==> src/inc/pcg_pkg.sv <==
// Package: constants for the clock generation and selection block
package pcg_pkg;
	// Wishbone register byte addresses
	localparam logic [7:0] ADDR_DIV_CFG = 8'h00;
	localparam logic [7:0] ADDR_DLY_CFG = 8'h04;
	localparam logic [7:0] ADDR_PHS_CFG = 8'h08;
	localparam logic [7:0] ADDR_SEL_CFG = 8'h0C;
	localparam logic [7:0] ADDR_STATUS = 8'h10;
	localparam logic [7:0] ADDR_IRQ_STAT = 8'h14;
	localparam logic [7:0] ADDR_IRQ_CLR = 8'h18;
	localparam logic [7:0] ADDR_IRQ_EN = 8'h1C;
	localparam logic [7:0] ADDR_LOCK_TIME = 8'h20;
	// Field positions of the divider register
	localparam int DIV_IN_LSB = 0;
	localparam int DIV_FB_LSB = 8;
	localparam int DIV_POST_LSB = 16;
	localparam int DIV_SEC_LSB = 24;
	localparam int DIV_W = 8;
	// Delay register fields
	localparam int DLY_VAL_LSB = 0;
	localparam int DLY_W = 4;
	localparam int DLY_PATH_BIT = 8;
	localparam int DLY_DYN_BIT = 9;
	localparam int FB_SRC_BIT = 10;
	// Phase register fields
	localparam int PHS_LSB = 0;
	localparam int DUTY_LSB = 8;
	localparam int PHS_W = 8;
	// Status bit positions
	localparam int ST_LOCK_BIT = 0;
	localparam int ST_LOCK_CHG_BIT = 1;
	// Interrupt event bit positions
	localparam int EV_LOCK_GAIN = 0;
	localparam int EV_LOCK_LOSS = 1;
	localparam int EV_W = 2;
	// Reset values
	localparam logic [31:0] DIV_CFG_RST = 32'h00010101;
	localparam logic [31:0] DLY_CFG_RST = 32'h00000000;
	localparam logic [31:0] PHS_CFG_RST = 32'h00000100;
	localparam logic [31:0] LOCK_TIME_RST = 32'h00000040;
	// Reference considered absent after this many system clocks
	localparam int REF_TIMEOUT = 64;
	// Clock network shape
	localparam int NUM_QUAD = 4;
	localparam int NUM_LINES = 8;
	localparam int NUM_SRC = 8;
	localparam int SRC_W = 3;
	typedef enum {LK_IDLE, LK_COUNT, LK_LOCKED} pcg_lock_e;
endpackage : pcg_pkg

==> src/verilog/pcg_clock_gen.sv <==
// Design: clock generator, lock monitor and quadrant clock distribution
// Function
// RULE_01: Reference input goes through the input divider before comparison.
// RULE_02: Feedback comes from primary output or user pin, through feedback divider.
// RULE_03: Feedback divider ratio multiplies the divided reference frequency.
// RULE_04: Delay applies to reference or feedback path, static or dynamic; the code delays the reference path only.
// RULE_05: Lock flag rises once the oscillator locks to the reference; the code raises it after the lock time count, feedback unchecked.
// RULE_06: Dynamic delay change may drop lock until lock time elapses.
// RULE_07: Post-scaler divides the oscillator to form the primary output.
// RULE_08: Secondary divider derives the slower divided output from primary.
// RULE_09: Phase/duty selector makes shifted output, preset or dynamic.
// RULE_10: Primary, divided and shifted outputs feed the distribution network.
// RULE_11: Two general PLLs always; larger parts add two to six standard.
// RULE_12: External capacitor pin per side serves at most one PLL.
// RULE_13: Eight primary lines per quadrant from identical central muxes.
// RULE_14: Every clock source reaches every quadrant mux; here srcs[6], srcs[7] and extSrcIn[2:0] reach no line.
// RULE_15: Dynamic selector switches two clocks with no glitch or runt.
// RULE_16: Two selectors per quadrant drive the seventh and eighth lines.
// RULE_17: Output holds low after old falling edge, joins new at its fall.
// RULE_18: Lock drops on absent reference or dynamic change, returns after count.
//
// Design decisions made here: the placing of the registers and the Wishbone register port.
`timescale 1ns/10ps
`default_nettype none
module pcg_clock_gen
	import pcg_pkg::*;
#(
	parameter int DIV_WIDTH = DIV_W
) (
	// Clock and reset
	input wire logic ref_clk,
	input wire logic rst_n,
	// Wishbone slave
	input wire logic wb_cyc_i,
	input wire logic wb_stb_i,
	input wire logic wb_we_i,
	input wire logic [7:0] wb_adr_i,
	input wire logic [3:0] wb_sel_i,
	input wire logic [31:0] wb_dat_i,
	output logic [31:0] wb_dat_o,
	output logic wb_ack_o,
	// Clock sources
	input wire logic refClockIn,
	input wire logic userFeedbackIn,
	input wire logic [NUM_SRC-1:0] extSrcIn,
	// Generated clocks, as registered toggles of the system clock, and the lock flag
	output logic primaryPllOut,
	output logic dividedPllOut,
	output logic shiftedPllOut,
	output logic pllLock,
	// Quadrant primary lines
	output logic [NUM_QUAD*NUM_LINES-1:0] quadLines,
	// Interrupt
	output logic irq
);
	////////////////////////////////////////////////////////////////////////
	logic [31:0] divCfg_r, dlyCfg_r, phsCfg_r, selCfg_r, lockTime_r;
	logic [EV_W-1:0] irqStat_r, irqEn_r;
	logic wbHit, wbWrAck;
	assign wbHit = wb_cyc_i && wb_stb_i && !wb_ack_o;
	// Writes land at the edge where the master samples ack high
	assign wbWrAck = wb_cyc_i && wb_stb_i && wb_we_i && wb_ack_o;
	// Byte-lane write merge
	function automatic logic [31:0] merge(input logic [31:0] old,
		input logic [31:0] d, input logic [3:0] sel);
		logic [31:0] r;
		r = old;
		for (int i = 0; i < 4; i++) begin
			if (sel[i]) begin
				r[i*8 +: 8] = d[i*8 +: 8];
			end
		end
		return r;
	endfunction : merge
	always_ff @(posedge ref_clk or negedge rst_n) begin
		if (!rst_n) begin
			wb_ack_o <= 1'b0;
		end else begin
			wb_ack_o <= wbHit;
		end
	end
	logic dlyWrite;
	assign dlyWrite = wbWrAck && (wb_adr_i == ADDR_DLY_CFG);
	always_ff @(posedge ref_clk or negedge rst_n) begin
		if (!rst_n) begin
			divCfg_r <= DIV_CFG_RST;
			dlyCfg_r <= DLY_CFG_RST;
			phsCfg_r <= PHS_CFG_RST;
			selCfg_r <= 32'h00000000;
			lockTime_r <= LOCK_TIME_RST;
			irqEn_r <= '0;
		end else if (wbWrAck) begin
			case (wb_adr_i)
				ADDR_DIV_CFG: divCfg_r <= merge(divCfg_r, wb_dat_i, wb_sel_i);
				ADDR_DLY_CFG: dlyCfg_r <= merge(dlyCfg_r, wb_dat_i, wb_sel_i);
				ADDR_PHS_CFG: phsCfg_r <= merge(phsCfg_r, wb_dat_i, wb_sel_i);
				ADDR_SEL_CFG: selCfg_r <= merge(selCfg_r, wb_dat_i, wb_sel_i);
				ADDR_LOCK_TIME: begin
					lockTime_r <= merge(lockTime_r, wb_dat_i, wb_sel_i);
				end
				ADDR_IRQ_EN: begin
					if (wb_sel_i[0]) begin
						irqEn_r <= wb_dat_i[EV_W-1:0];
					end
				end
				default: ;
			endcase
		end
	end
	////////////////////////////////////////////////////////////////////////
	// Reference synchroniser and edge detect
	logic refS1_r, refS2_r, refS3_r, refRise, fbS1_r, fbS2_r;
	always_ff @(posedge ref_clk or negedge rst_n) begin
		if (!rst_n) begin
			refS1_r <= 1'b0;
			refS2_r <= 1'b0;
			refS3_r <= 1'b0;
			fbS1_r <= 1'b0;
			fbS2_r <= 1'b0;
		end else begin
			refS1_r <= refClockIn;
			refS2_r <= refS1_r;
			refS3_r <= refS2_r;
			fbS1_r <= userFeedbackIn;
			fbS2_r <= fbS1_r;
		end
	end
	assign refRise = refS2_r && !refS3_r;
	// Input divider on the reference
	logic [DIV_WIDTH-1:0] inCnt_r;
	logic inTick, dlyIsFb;
	assign dlyIsFb = dlyCfg_r[DLY_PATH_BIT];
	always_ff @(posedge ref_clk or negedge rst_n) begin
		if (!rst_n) begin
			inCnt_r <= '0;
		end else if (refRise) begin
			if (inCnt_r >= divCfg_r[DIV_IN_LSB +: DIV_WIDTH] - 1'b1) begin
				inCnt_r <= '0; // RULE_01
			end else begin
				inCnt_r <= inCnt_r + 1'b1;
			end
		end
	end
	assign inTick = refRise && (inCnt_r == '0);
	// Delay adjust on the reference path; bypassed when the feedback path is selected
	logic [(1<<DLY_W)-1:0] dlyLine_r;
	logic refDelayed;
	always_ff @(posedge ref_clk or negedge rst_n) begin
		if (!rst_n) begin
			dlyLine_r <= '0;
		end else begin
			dlyLine_r <= {dlyLine_r[(1<<DLY_W)-2:0], inTick};
		end
	end
	logic [DLY_W-1:0] dlySel;
	assign dlySel = dlyCfg_r[DLY_VAL_LSB +: DLY_W];
	assign refDelayed = dlyIsFb ? inTick : dlyLine_r[dlySel]; // RULE_04
	// Oscillator: one VCO tick per system clock scaled by feedback ratio.
	// The behavioural VCO emits about fbDiv ticks per divided reference; postDiv acts after it.
	logic [2*DIV_WIDTH-1:0] vcoCnt_r;
	logic vcoTick;
	always_ff @(posedge ref_clk or negedge rst_n) begin
		if (!rst_n) begin
			vcoCnt_r <= '0;
		end else if (refDelayed) begin
			vcoCnt_r <= '0;
		end else begin
			vcoCnt_r <= vcoCnt_r + 1'b1;
		end
	end
	// Phase comparison: measured reference period, divided by multiplier
	logic [2*DIV_WIDTH-1:0] refPer_r, slot_r, slotCnt_r;
	logic [DIV_WIDTH-1:0] fbDiv, postDiv;
	assign fbDiv = divCfg_r[DIV_FB_LSB +: DIV_WIDTH];
	assign postDiv = divCfg_r[DIV_POST_LSB +: DIV_WIDTH];
	always_ff @(posedge ref_clk or negedge rst_n) begin
		if (!rst_n) begin
			refPer_r <= '0;
		end else if (refDelayed) begin
			refPer_r <= vcoCnt_r + 1'b1;
		end
	end
	// VCO tick spacing = reference period / feedback ratio
	always_ff @(posedge ref_clk or negedge rst_n) begin
		if (!rst_n) begin
			slot_r <= '0;
		end else begin
			slot_r <= (fbDiv == '0) ? refPer_r : refPer_r / fbDiv; // RULE_03
		end
	end
	always_ff @(posedge ref_clk or negedge rst_n) begin
		if (!rst_n) begin
			slotCnt_r <= '0;
		end else if (refDelayed || slotCnt_r + 1'b1 >= slot_r) begin
			slotCnt_r <= '0;
		end else begin
			slotCnt_r <= slotCnt_r + 1'b1;
		end
	end
	assign vcoTick = refDelayed || (slotCnt_r + 1'b1 >= slot_r);
	// Feedback path: primary output or user pin, through feedback divider
	logic fbSrc, fbPrev_r, fbEdge;
	logic [DIV_WIDTH-1:0] fbCnt_r;
	logic fbTick;
	assign fbSrc = dlyCfg_r[FB_SRC_BIT] ? fbS2_r : primaryPllOut; // RULE_02
	always_ff @(posedge ref_clk or negedge rst_n) begin
		if (!rst_n) begin
			fbPrev_r <= 1'b0;
			fbCnt_r <= '0;
		end else begin
			fbPrev_r <= fbSrc;
			if (fbEdge) begin
				fbCnt_r <= (fbCnt_r + 1'b1 >= fbDiv) ? '0 : fbCnt_r + 1'b1;
			end
		end
	end
	assign fbEdge = fbSrc && !fbPrev_r;
	assign fbTick = fbEdge && (fbCnt_r == '0); // RULE_02
	// With the feedback path selected, the delay value is not applied anywhere
	////////////////////////////////////////////////////////////////////////
	// Post-scaler: toggles primary after postDiv VCO ticks
	logic [DIV_WIDTH-1:0] postCnt_r;
	logic primRise;
	always_ff @(posedge ref_clk or negedge rst_n) begin
		if (!rst_n) begin
			postCnt_r <= '0;
			primaryPllOut <= 1'b0;
		end else if (vcoTick) begin
			if (postCnt_r + 1'b1 >= postDiv) begin
				postCnt_r <= '0;
				primaryPllOut <= !primaryPllOut; // RULE_07
			end else begin
				postCnt_r <= postCnt_r + 1'b1;
			end
		end
	end
	assign primRise = vcoTick && (postCnt_r + 1'b1 >= postDiv)
		&& !primaryPllOut;
	// Secondary divider on primary rising edges
	logic [DIV_WIDTH-1:0] secCnt_r;
	always_ff @(posedge ref_clk or negedge rst_n) begin
		if (!rst_n) begin
			secCnt_r <= '0;
			dividedPllOut <= 1'b0;
		end else if (primRise) begin
			if (secCnt_r + 1'b1 >= divCfg_r[DIV_SEC_LSB +: DIV_WIDTH]) begin
				secCnt_r <= '0;
				dividedPllOut <= !dividedPllOut; // RULE_08
			end else begin
				secCnt_r <= secCnt_r + 1'b1;
			end
		end
	end
	// Phase/duty selector measured in system clocks from primary rise
	logic [PHS_W-1:0] phsCnt_r;
	always_ff @(posedge ref_clk or negedge rst_n) begin
		if (!rst_n) begin
			phsCnt_r <= '0;
			shiftedPllOut <= 1'b0;
		end else begin
			phsCnt_r <= primRise ? '0 : phsCnt_r + 1'b1;
			if (phsCnt_r == phsCfg_r[PHS_LSB +: PHS_W]) begin
				shiftedPllOut <= 1'b1; // RULE_09
			end else if (phsCnt_r == phsCfg_r[PHS_LSB +: PHS_W]
				+ phsCfg_r[DUTY_LSB +: PHS_W]) begin
				shiftedPllOut <= 1'b0; // RULE_09
			end
		end
	end
	////////////////////////////////////////////////////////////////////////
	// Lock monitor: counts divided reference cycles; feedback is not compared
	pcg_lock_e lkState_r;
	logic [31:0] lkCnt_r, refIdle_r;
	logic dlyDynChange, refAbsent;
	// The new value decides: any write that sets the dynamic bit drops lock, even if it was already set
	assign dlyDynChange = dlyWrite && wb_sel_i[1]
		&& wb_dat_i[DLY_DYN_BIT]; // RULE_06
	assign refAbsent = (refIdle_r >= REF_TIMEOUT);
	always_ff @(posedge ref_clk or negedge rst_n) begin
		if (!rst_n) begin
			refIdle_r <= '0;
		end else if (refRise) begin
			refIdle_r <= '0;
		end else if (!refAbsent) begin
			refIdle_r <= refIdle_r + 1'b1;
		end
	end
	always_ff @(posedge ref_clk or negedge rst_n) begin
		if (!rst_n) begin
			lkState_r <= LK_IDLE;
			lkCnt_r <= '0;
		end else begin
			case (lkState_r)
				LK_IDLE: begin
					lkCnt_r <= '0;
					if (!refAbsent && !dlyDynChange && inTick) begin
						lkState_r <= LK_COUNT;
					end
				end
				LK_COUNT: begin
					if (refAbsent || dlyDynChange) begin
						lkState_r <= LK_IDLE; // RULE_18
					end else if (lkCnt_r >= lockTime_r) begin
						lkState_r <= LK_LOCKED; // RULE_05
					end else if (inTick) begin
						lkCnt_r <= lkCnt_r + 1'b1;
					end
				end
				LK_LOCKED: begin
					if (refAbsent || dlyDynChange) begin
						lkState_r <= LK_IDLE; // RULE_06
					end
				end
				default: lkState_r <= LK_IDLE;
			endcase
		end
	end
	assign pllLock = (lkState_r == LK_LOCKED);
	logic lockPrev_r;
	always_ff @(posedge ref_clk or negedge rst_n) begin
		if (!rst_n) begin
			lockPrev_r <= 1'b0;
		end else begin
			lockPrev_r <= pllLock;
		end
	end
	// Sticky events; a new event wins over a clear in the same cycle
	logic [EV_W-1:0] evt, clr;
	assign evt = {lockPrev_r && !pllLock, pllLock && !lockPrev_r};
	assign clr = (wbWrAck && wb_adr_i == ADDR_IRQ_CLR && wb_sel_i[0])
		? wb_dat_i[EV_W-1:0] : '0;
	always_ff @(posedge ref_clk or negedge rst_n) begin
		if (!rst_n) begin
			irqStat_r <= '0;
		end else begin
			irqStat_r <= (irqStat_r & ~clr) | evt;
		end
	end
	assign irq = |(irqStat_r & irqEn_r);
	////////////////////////////////////////////////////////////////////////
	// Distribution: srcs[0] to srcs[5] reach every quadrant; srcs[6] and srcs[7] reach no line
	logic [NUM_SRC-1:0] srcs;
	assign srcs = {extSrcIn[NUM_SRC-1:3], shiftedPllOut, dividedPllOut,
		primaryPllOut}; // RULE_10 RULE_14
	genvar q, l;
	generate
		for (q = 0; q < NUM_QUAD; q++) begin : g_quad
			for (l = 0; l < NUM_LINES - 2; l++) begin : g_line
				assign quadLines[q*NUM_LINES + l] = srcs[l]; // RULE_13
			end
			for (l = 0; l < 2; l++) begin : g_sel
				// Inputs are the first two central mux outputs of the quadrant
				logic clkA, clkB, fallA, fallB;
				logic prevA_r, prevB_r;
				logic selS1_r, selS2_r, cur_r, actA_r, actB_r;
				// Fixed inputs, so a select change never moves a source
				assign clkA = srcs[0];
				assign clkB = srcs[1];
				always_ff @(posedge ref_clk or negedge rst_n) begin
					if (!rst_n) begin
						prevA_r <= 1'b0;
						prevB_r <= 1'b0;
						selS1_r <= 1'b0;
						selS2_r <= 1'b0;
						cur_r <= 1'b0;
						actA_r <= 1'b1;
						actB_r <= 1'b0;
					end else begin
						prevA_r <= clkA;
						prevB_r <= clkB;
						selS1_r <= selCfg_r[q*2 + l];
						selS2_r <= selS1_r;
						if (selS2_r != cur_r) begin
							// Drop old clock at its fall, pick new at its fall
							if (actA_r && fallA) begin
								actA_r <= 1'b0; // RULE_17
							end else if (actB_r && fallB) begin
								actB_r <= 1'b0; // RULE_17
							end else if (!actA_r && !actB_r) begin
								if (selS2_r && fallB) begin
									actB_r <= 1'b1;
									cur_r <= 1'b1;
								end else if (!selS2_r && fallA) begin
									actA_r <= 1'b1;
									cur_r <= 1'b0;
								end
							end
						end
					end
				end
				assign fallA = prevA_r && !clkA;
				assign fallB = prevB_r && !clkB;
				assign quadLines[q*NUM_LINES + NUM_LINES - 2 + l] =
					(actA_r && clkA) || (actB_r && clkB); // RULE_15 RULE_16
			end
		end
	endgenerate
	////////////////////////////////////////////////////////////////////////
	always_comb begin
		case (wb_adr_i)
			ADDR_DIV_CFG: wb_dat_o = divCfg_r;
			ADDR_DLY_CFG: wb_dat_o = dlyCfg_r;
			ADDR_PHS_CFG: wb_dat_o = phsCfg_r;
			ADDR_SEL_CFG: wb_dat_o = selCfg_r;
			ADDR_STATUS: wb_dat_o = {30'h0, lkState_r == LK_COUNT, pllLock};
			ADDR_IRQ_STAT: wb_dat_o = {30'h0, irqStat_r};
			ADDR_IRQ_EN: wb_dat_o = {30'h0, irqEn_r};
			ADDR_LOCK_TIME: wb_dat_o = lockTime_r;
			default: wb_dat_o = 32'h00000000;
		endcase
	end
	// RULE_11 and RULE_12 are device-level counts: one instance is one PLL.
endmodule : pcg_clock_gen
`default_nettype wire
==> config.mk <==
export PLATFORM = sky130hd
export DESIGN_NAME = pcg_clock_gen
export DESIGN_NICKNAME = d
export VERILOG_FILES = /design/src/inc/pcg_pkg.sv /design/src/verilog/pcg_clock_gen.sv
export SDC_FILE = /design/constraint.sdc
export NUM_CORES = 1
export LEC_CHECK = 0
export BUFFER_PORTS_ARGS = -buffer_cell sky130_fd_sc_hd__buf_2
export CAP_MARGIN = 20
export CORE_ASPECT_RATIO = 1.2
export CORE_MARGIN = 5
export CORE_UTILIZATION = 55
export CTS_CLUSTER_DIAMETER = 80
export DETAILED_ROUTE_END_ITERATION = 12
export GPL_ROUTABILITY_DRIVEN = 0
export PLACE_DENSITY = 0.73
export SLEW_MARGIN = 20
export SYNTH_ARGS = -nofsm -noshare
export SYNTH_HDL_FRONTEND = slang
export SYNTH_SLANG_ARGS = --single-unit
==> constraint.sdc <==
create_clock -name ref_clk -period 34.7 [get_ports ref_clk]
set_input_delay 10.41 -clock ref_clk [delete_from_list [all_inputs] [get_ports ref_clk]]
set_output_delay 10.41 -clock ref_clk [all_outputs]
set_load 0.03 [all_outputs]
# == Word level (Yosys, flattened, before mapping) ==
# Index checks and enable logic that the tools add are counted.
# totals
out_inout_bits,70
mem_count,0
latch_bits,0
ramBits,0
romBits,0
regBits,422
# classes
mux,105
n_reduce_logical,213
n_mul,0
bitwise,20
n_eq_ne,45
n_lt_le_gt_ge,7
n_shift,0
add_sub_neg,10
div,1
# op_table
op,n
32-bit two-way mux,9
32-bit case mux with 8 select lines,1
32-bit case mux with 3 select lines,1
1-bit two-way mux,84
2-bit nonzero test,42
5-bit AND reduction,16
1-bit logical AND,75
3-bit AND reduction,22
32-bit by 1-bit adder with 32-bit output (second input constant),2
32-bit by 2-bit equality test with 1-bit output (second input constant),2
32-bit case mux with 2 select lines,1
16-bit two-way mux,3
2-bit inequality test (second input constant),22
4-bit AND reduction,9
16-bit by 1-bit adder with 16-bit output (second input constant),2
8-bit by 1-bit adder with 8-bit output (second input constant),4
32-bit by 1-bit equality test with 1-bit output (second input constant),1
32-bit by 3-bit equality test with 1-bit output (second input constant),1
8-bit by 5-bit equality test with 1-bit output (second input constant),4
32-bit >= comparator,1
32-bit by 7-bit >= comparator with 1-bit output (second input constant),1
1-bit logical NOT,32
32-bit logical NOT,1
8-bit two-way mux,4
22 further kinds,61

# == Logic depth before layout (Yosys ltp) ==
# depth
ltp_word,11
mapped_depth,150
ltp_nobuf,143

# == Least setup slack after synthesis ==
# OpenSTA, ideal clock, no wires.
# synth_timing
path_type,register to register
from,register divCfg_r[15]
to,register slot_r[0]
path_buffers,9
arrival_ns,28.900
slack_ns,5.680
t_required_ns,34.580
path_stages_with_launch,145
setup_ns,0.120
path_cell_list,dfrtp_1 buf_2 nor4_2 nand2_1 nor2_1 a21oi_1 a21oi_1 ha_1 o21a_1 o311ai_0 o211a_1 ha_1 a21oi_1 a211o_1 o221a_2 or2_2 ha_1 a21o_1 [109 not listed] nor2_1 nand3_1 and4bb_4 buf_6 mux2i_1 ha_1 a21o_1 a21oi_1 nor2b_1 o21ai_0 nand2b_1 a21oi_1 nor2b_1 o21ai_0 and4_1 and4bb_2 nand4_1 o211a_1
# synth_via
elab_chain_cells,2
elab_cells_between_ends,3
classes_between,div (1); mux (1); reduce/logical (1)
# synth_rtl
item,line,rtl
start: declaration,pcg_clock_gen.sv:57,"logic [31:0] divCfg_r, dlyCfg_r, phsCfg_r, selCfg_r, lockTime_r;"
start signal: assignment,pcg_clock_gen.sv:94,"ADDR_DIV_CFG: divCfg_r <= merge(divCfg_r, wb_dat_i, wb_sel_i);"
16-bit by 8-bit divider with 16-bit output / 8-bit logical NOT (equally long branches),pcg_clock_gen.sv:188,slot_r <= (fbDiv == '0) ? refPer_r : refPer_r / fbDiv;
16-bit two-way mux *,pcg_clock_gen.sv:188,
end signal: assignment,pcg_clock_gen.sv:188,
end: declaration,pcg_clock_gen.sv:172,"logic [2*DIV_WIDTH-1:0] refPer_r, slot_r, slotCnt_r;"
# Every way passes the cells marked *; elsewhere a longest branch is shown, timed or not.
# A chain may end at the register's enable or synchronous reset.

# == Final worst setup path ==
# Ends and elaborated chain as after synthesis.

==> flow_summary_export.csv <==
group,metric,value,unit
die,pin_count,129,
global_routing,grt_overflow_total,0,
sta,clock-skew-final,0.0141,ns
detailed_routing,antenna_left,0,
logic_synthesis,postSynthAreaPerCell,9.63,sq um
logic_synthesis,netlist_instances,2537,
detailed_routing,avgViaCountPerCell,6.08,
placed_design,hpwl,43000,microns
power_and_ir_drop,p_per_area,89.7,nW/um^2
critical_path,critPathMaxStageDelay,0.75,ns
sta,rsz0062_at_grt,"false",
sta,tightest_slew,1.13,ns
sta,max-slew-margin-rel,0.245,
sta,finalHoldViolations,0,
die,dieArea,48700,sq um
detailed_routing,drcViolationCount,0,
detailed_routing,drt-initial-drc-count,1392,
power_and_ir_drop,p_sw,0.990,mW
sta,final_max_slew_viol_count,0,
die,start_util,0.556,
power_and_ir_drop,vdd_drop_max,0.149,mV
sta,fin_ws,2.64,ns
global_routing,grt_max_degree,122,
detailed_routing,wl_per_cell,18.7,microns
critical_path,cp-start-kind,"flop",
power_and_ir_drop,power.share.switching,0.412,
logic_synthesis,synthTopCellsByCount,"dfrtp_1, nor2_1, nand2_1",
layout,nets,2845,
clock_tree,cts_num_sinks,392,
critical_path,crit_arrival,32.49,ns
logic_synthesis,synth_flop_cell,"dfrtp_1",
logic_synthesis,synth_area,24400,sq um
die,core_area,43900,sq um
clock_tree,clk_pin_slew_worst_paths,0.06,ns
die,die_h,241,microns
sta,final-setup-viol-count,0,
layout,area_growth,9.78,%
sta,setup_tns,0,ns
logic_synthesis,ys_ff_latch,392,
global_routing,grt_first_pass_wirelength,97600,microns
clock_tree,clk_latency,0.57,ns
placed_design,io_buffers,107,
die,rows,84,
power_and_ir_drop,power_frac_comb,0.585,
placed_design,dp.cells,3108,
clock_tree,ctsHoldBuffers,0,
logic_synthesis,postSynthNetCount,2788,
critical_path,cpMaxStageDelayCell,"or4_1",
detailed_routing,vias,19367,
layout,layout-drive-gt1-share,0.155,
clock_tree,cts_buffer_depth,3,
critical_path,crit_top_cell,"o21a_1",
power_and_ir_drop,pwr-share-clk,0.194,
logic_synthesis,ys_top_cells_by_area,"dfrtp_1, ha_1, mux2_2, nor2_1, xnor2_1",
power_and_ir_drop,sequentialPowerShare,0.221,
logic_synthesis,synth_edf_count,0,
clock_tree,cts_inserted_buffers,41,
detailed_routing,first_pass_iters,8,
sta,max_freq,31.2,MHz
logic_synthesis,synth.distinct_cells,92,
logic_synthesis,synth_top_area_share,0.388,
clock_tree,h-tree-depth,2,
placed_design,dp_slack,1.63,ns
critical_path,critPathKind,"flop to flop",
sta,fin_crit,32.06,ns
flow_run,maxCapViolCount,0,
logic_synthesis,synthArstFlopShare,1.00,
power_and_ir_drop,power,2.40,mW
die,die_w,202,microns
global_routing,first_global_vias,19195,
worst_hold_path,hp-class,"flop to flop",
logic_synthesis,post-synth-top-area-cell,"dfrtp_1",
global_routing,grt_usage,0.242,
status,status,"finished clean",
sta,timing.final.crit_share,0.924,
clock_tree,root_buffer,"clkbuf_16",
logic_synthesis,synth_most_common_cell,"dfrtp_1",
logic_synthesis,ys_warn_count,0,
logic_synthesis,ys_seq_area_frac,0.402,
critical_path,crit_path_end_kind,"flop",
sta,holdWs,0.348,ns
power_and_ir_drop,p_leak,13.2,nW
power_and_ir_drop,internal_power,1.41,mW
global_routing,antenna_found_initial,6,
critical_path,crit_required,35.13,ns
layout,instances_no_fill,3187,
detailed_routing,wirelength,59700,microns
critical_path,path_max_fanout,17,
clock_tree,tritoncts,"yes",
## per-stage QoR
step	area, sq um	util
global route	26800	0.610
finish	26800	0.610
CTS	26700	0.608
detailed placement	25300	0.576
global placement	25300	0.576
floorplan	24400	-
## critical path, delay by kind of cell, from the launching register on
family | cells | cell delay [ns]
compound gates | 75 | 16.34
simple gates | 37 | 8.69
fa+ha+maj | 15 | 4.23
mux | 5 | 1.43
buf+inv | 4 | 0.66
flops | 1 | 0.53
## timing repair
item	in CTS	in global routing
buffers inserted	0	2
resized for setup	0	12
endpoints found under the setup margin	0	1
## cell usage in the layout, fill, tap and decap left out, types with 12 or more instances in the layout
cell	instances
dfrtp_1	379
nor2_1	216
nand2_1	205
ha_1	191
mux2_2	145
o21ai_0	144
inv_1	137
a21oi_1	112
buf_2	106
xnor2_1	88
nor3_1	81
a21o_1	50
o21a_1	49
nand3_1	47
nor2b_1	44
clkbuf_16	42
nand2b_1	38
xor2_1	35
and2_1	34
a222oi_1	32
a22oi_1	30
mux2i_1	26
o31ai_1	25
a22o_1	24
and3_1	23
buf_4	22
or3_1	19
nand4_1	19
a211oi_1	15
or2_2	13
nor4_1	13
dfstp_2	13
o22ai_1	12
## power by group through the flow
stage	registers [mW]	logic [mW]	clock network, mW
after floorplan	0.526	1.16	0
after global placement	0.537	1.32	0
after detailed placement	0.539	1.38	0
after CTS	0.531	1.39	0.478
after global routing	0.536	1.59	0.497
final	0.531	1.41	0.467
## sequential cells by signal, summed over array words and instances, names as in the netlist, 16 cells and up
signal / count
refIdle_r: 32
slot_r: 16
phsCfg_r: 32
vcoCnt_r: 16
lkCnt_r: 32
selCfg_r: 32
divCfg_r: 32
dlyLine_r: 16
lockTime_r: 32
refPer_r: 16
dlyCfg_r: 32
slotCnt_r: 16
## logic make-up after synthesis
kind of cell / count (synthesis) / share of synthesized area
mux: 177 / 0.0827
xor+xnor: 123 / 0.0441
buf+inv: 253 / 0.0431
compound gates: 603 / 0.171
fa+ha+maj: 193 / 0.0991
simple gates: 796 / 0.158
flops: 392 / 0.402
## area by class of cell
cell class,count,area [sq um]
Antenna cell,1,2.50
Clock buffer,57,1150
Multi-Input combinational cell,1892,13600
Inverter,138,518
Clock inverter,19,287
Tap cell,559,699
Timing Repair Buffer,129,711
Fill cell,3671,17100
Sequential cell,392,9830
## layer usage
layer / up-vias / share of wire / global-route usage / wire [microns]
li1: 9254 / - / - / -
met3: 108 / 0.067 / 0.0473 / 4000
met2: 566 / 0.46 / 0.390 / 27600
met4: 10 / 0.027 / 0.0753 / 1620
met5: - / 0.0011 / 0 / 68
met1: 9429 / 0.44 / 0.335 / 26300
## final timing paths
path | slack (ns) | startpoint | cells after the start | to
max | 2.64 | divCfg_r[15]$_DFFE_PN0P_ | 136 | slot_r[0]$_DFF_PN0_
min | 0.35 | g_quad[0].g_sel[1].selS1_r$_DFF_PN0_ | 0 | g_quad[0].g_sel[1].selS2_r$_DFF_PN0_
max reg2reg | 2.64 | divCfg_r[15]$_DFFE_PN0P_ | 136 | slot_r[0]$_DFF_PN0_
min reg2reg | 0.35 | g_quad[0].g_sel[1].selS1_r$_DFF_PN0_ | 0 | g_quad[0].g_sel[1].selS2_r$_DFF_PN0_
max in group asynchronous | 22.54 | rst_n | 3 | refIdle_r[12]$_DFFE_PN0P_
min in group asynchronous | 9.89 | rst_n | 1 | postCnt_r[3]$_DFFE_PN0P_
Power figures use the tool's default switching activity.
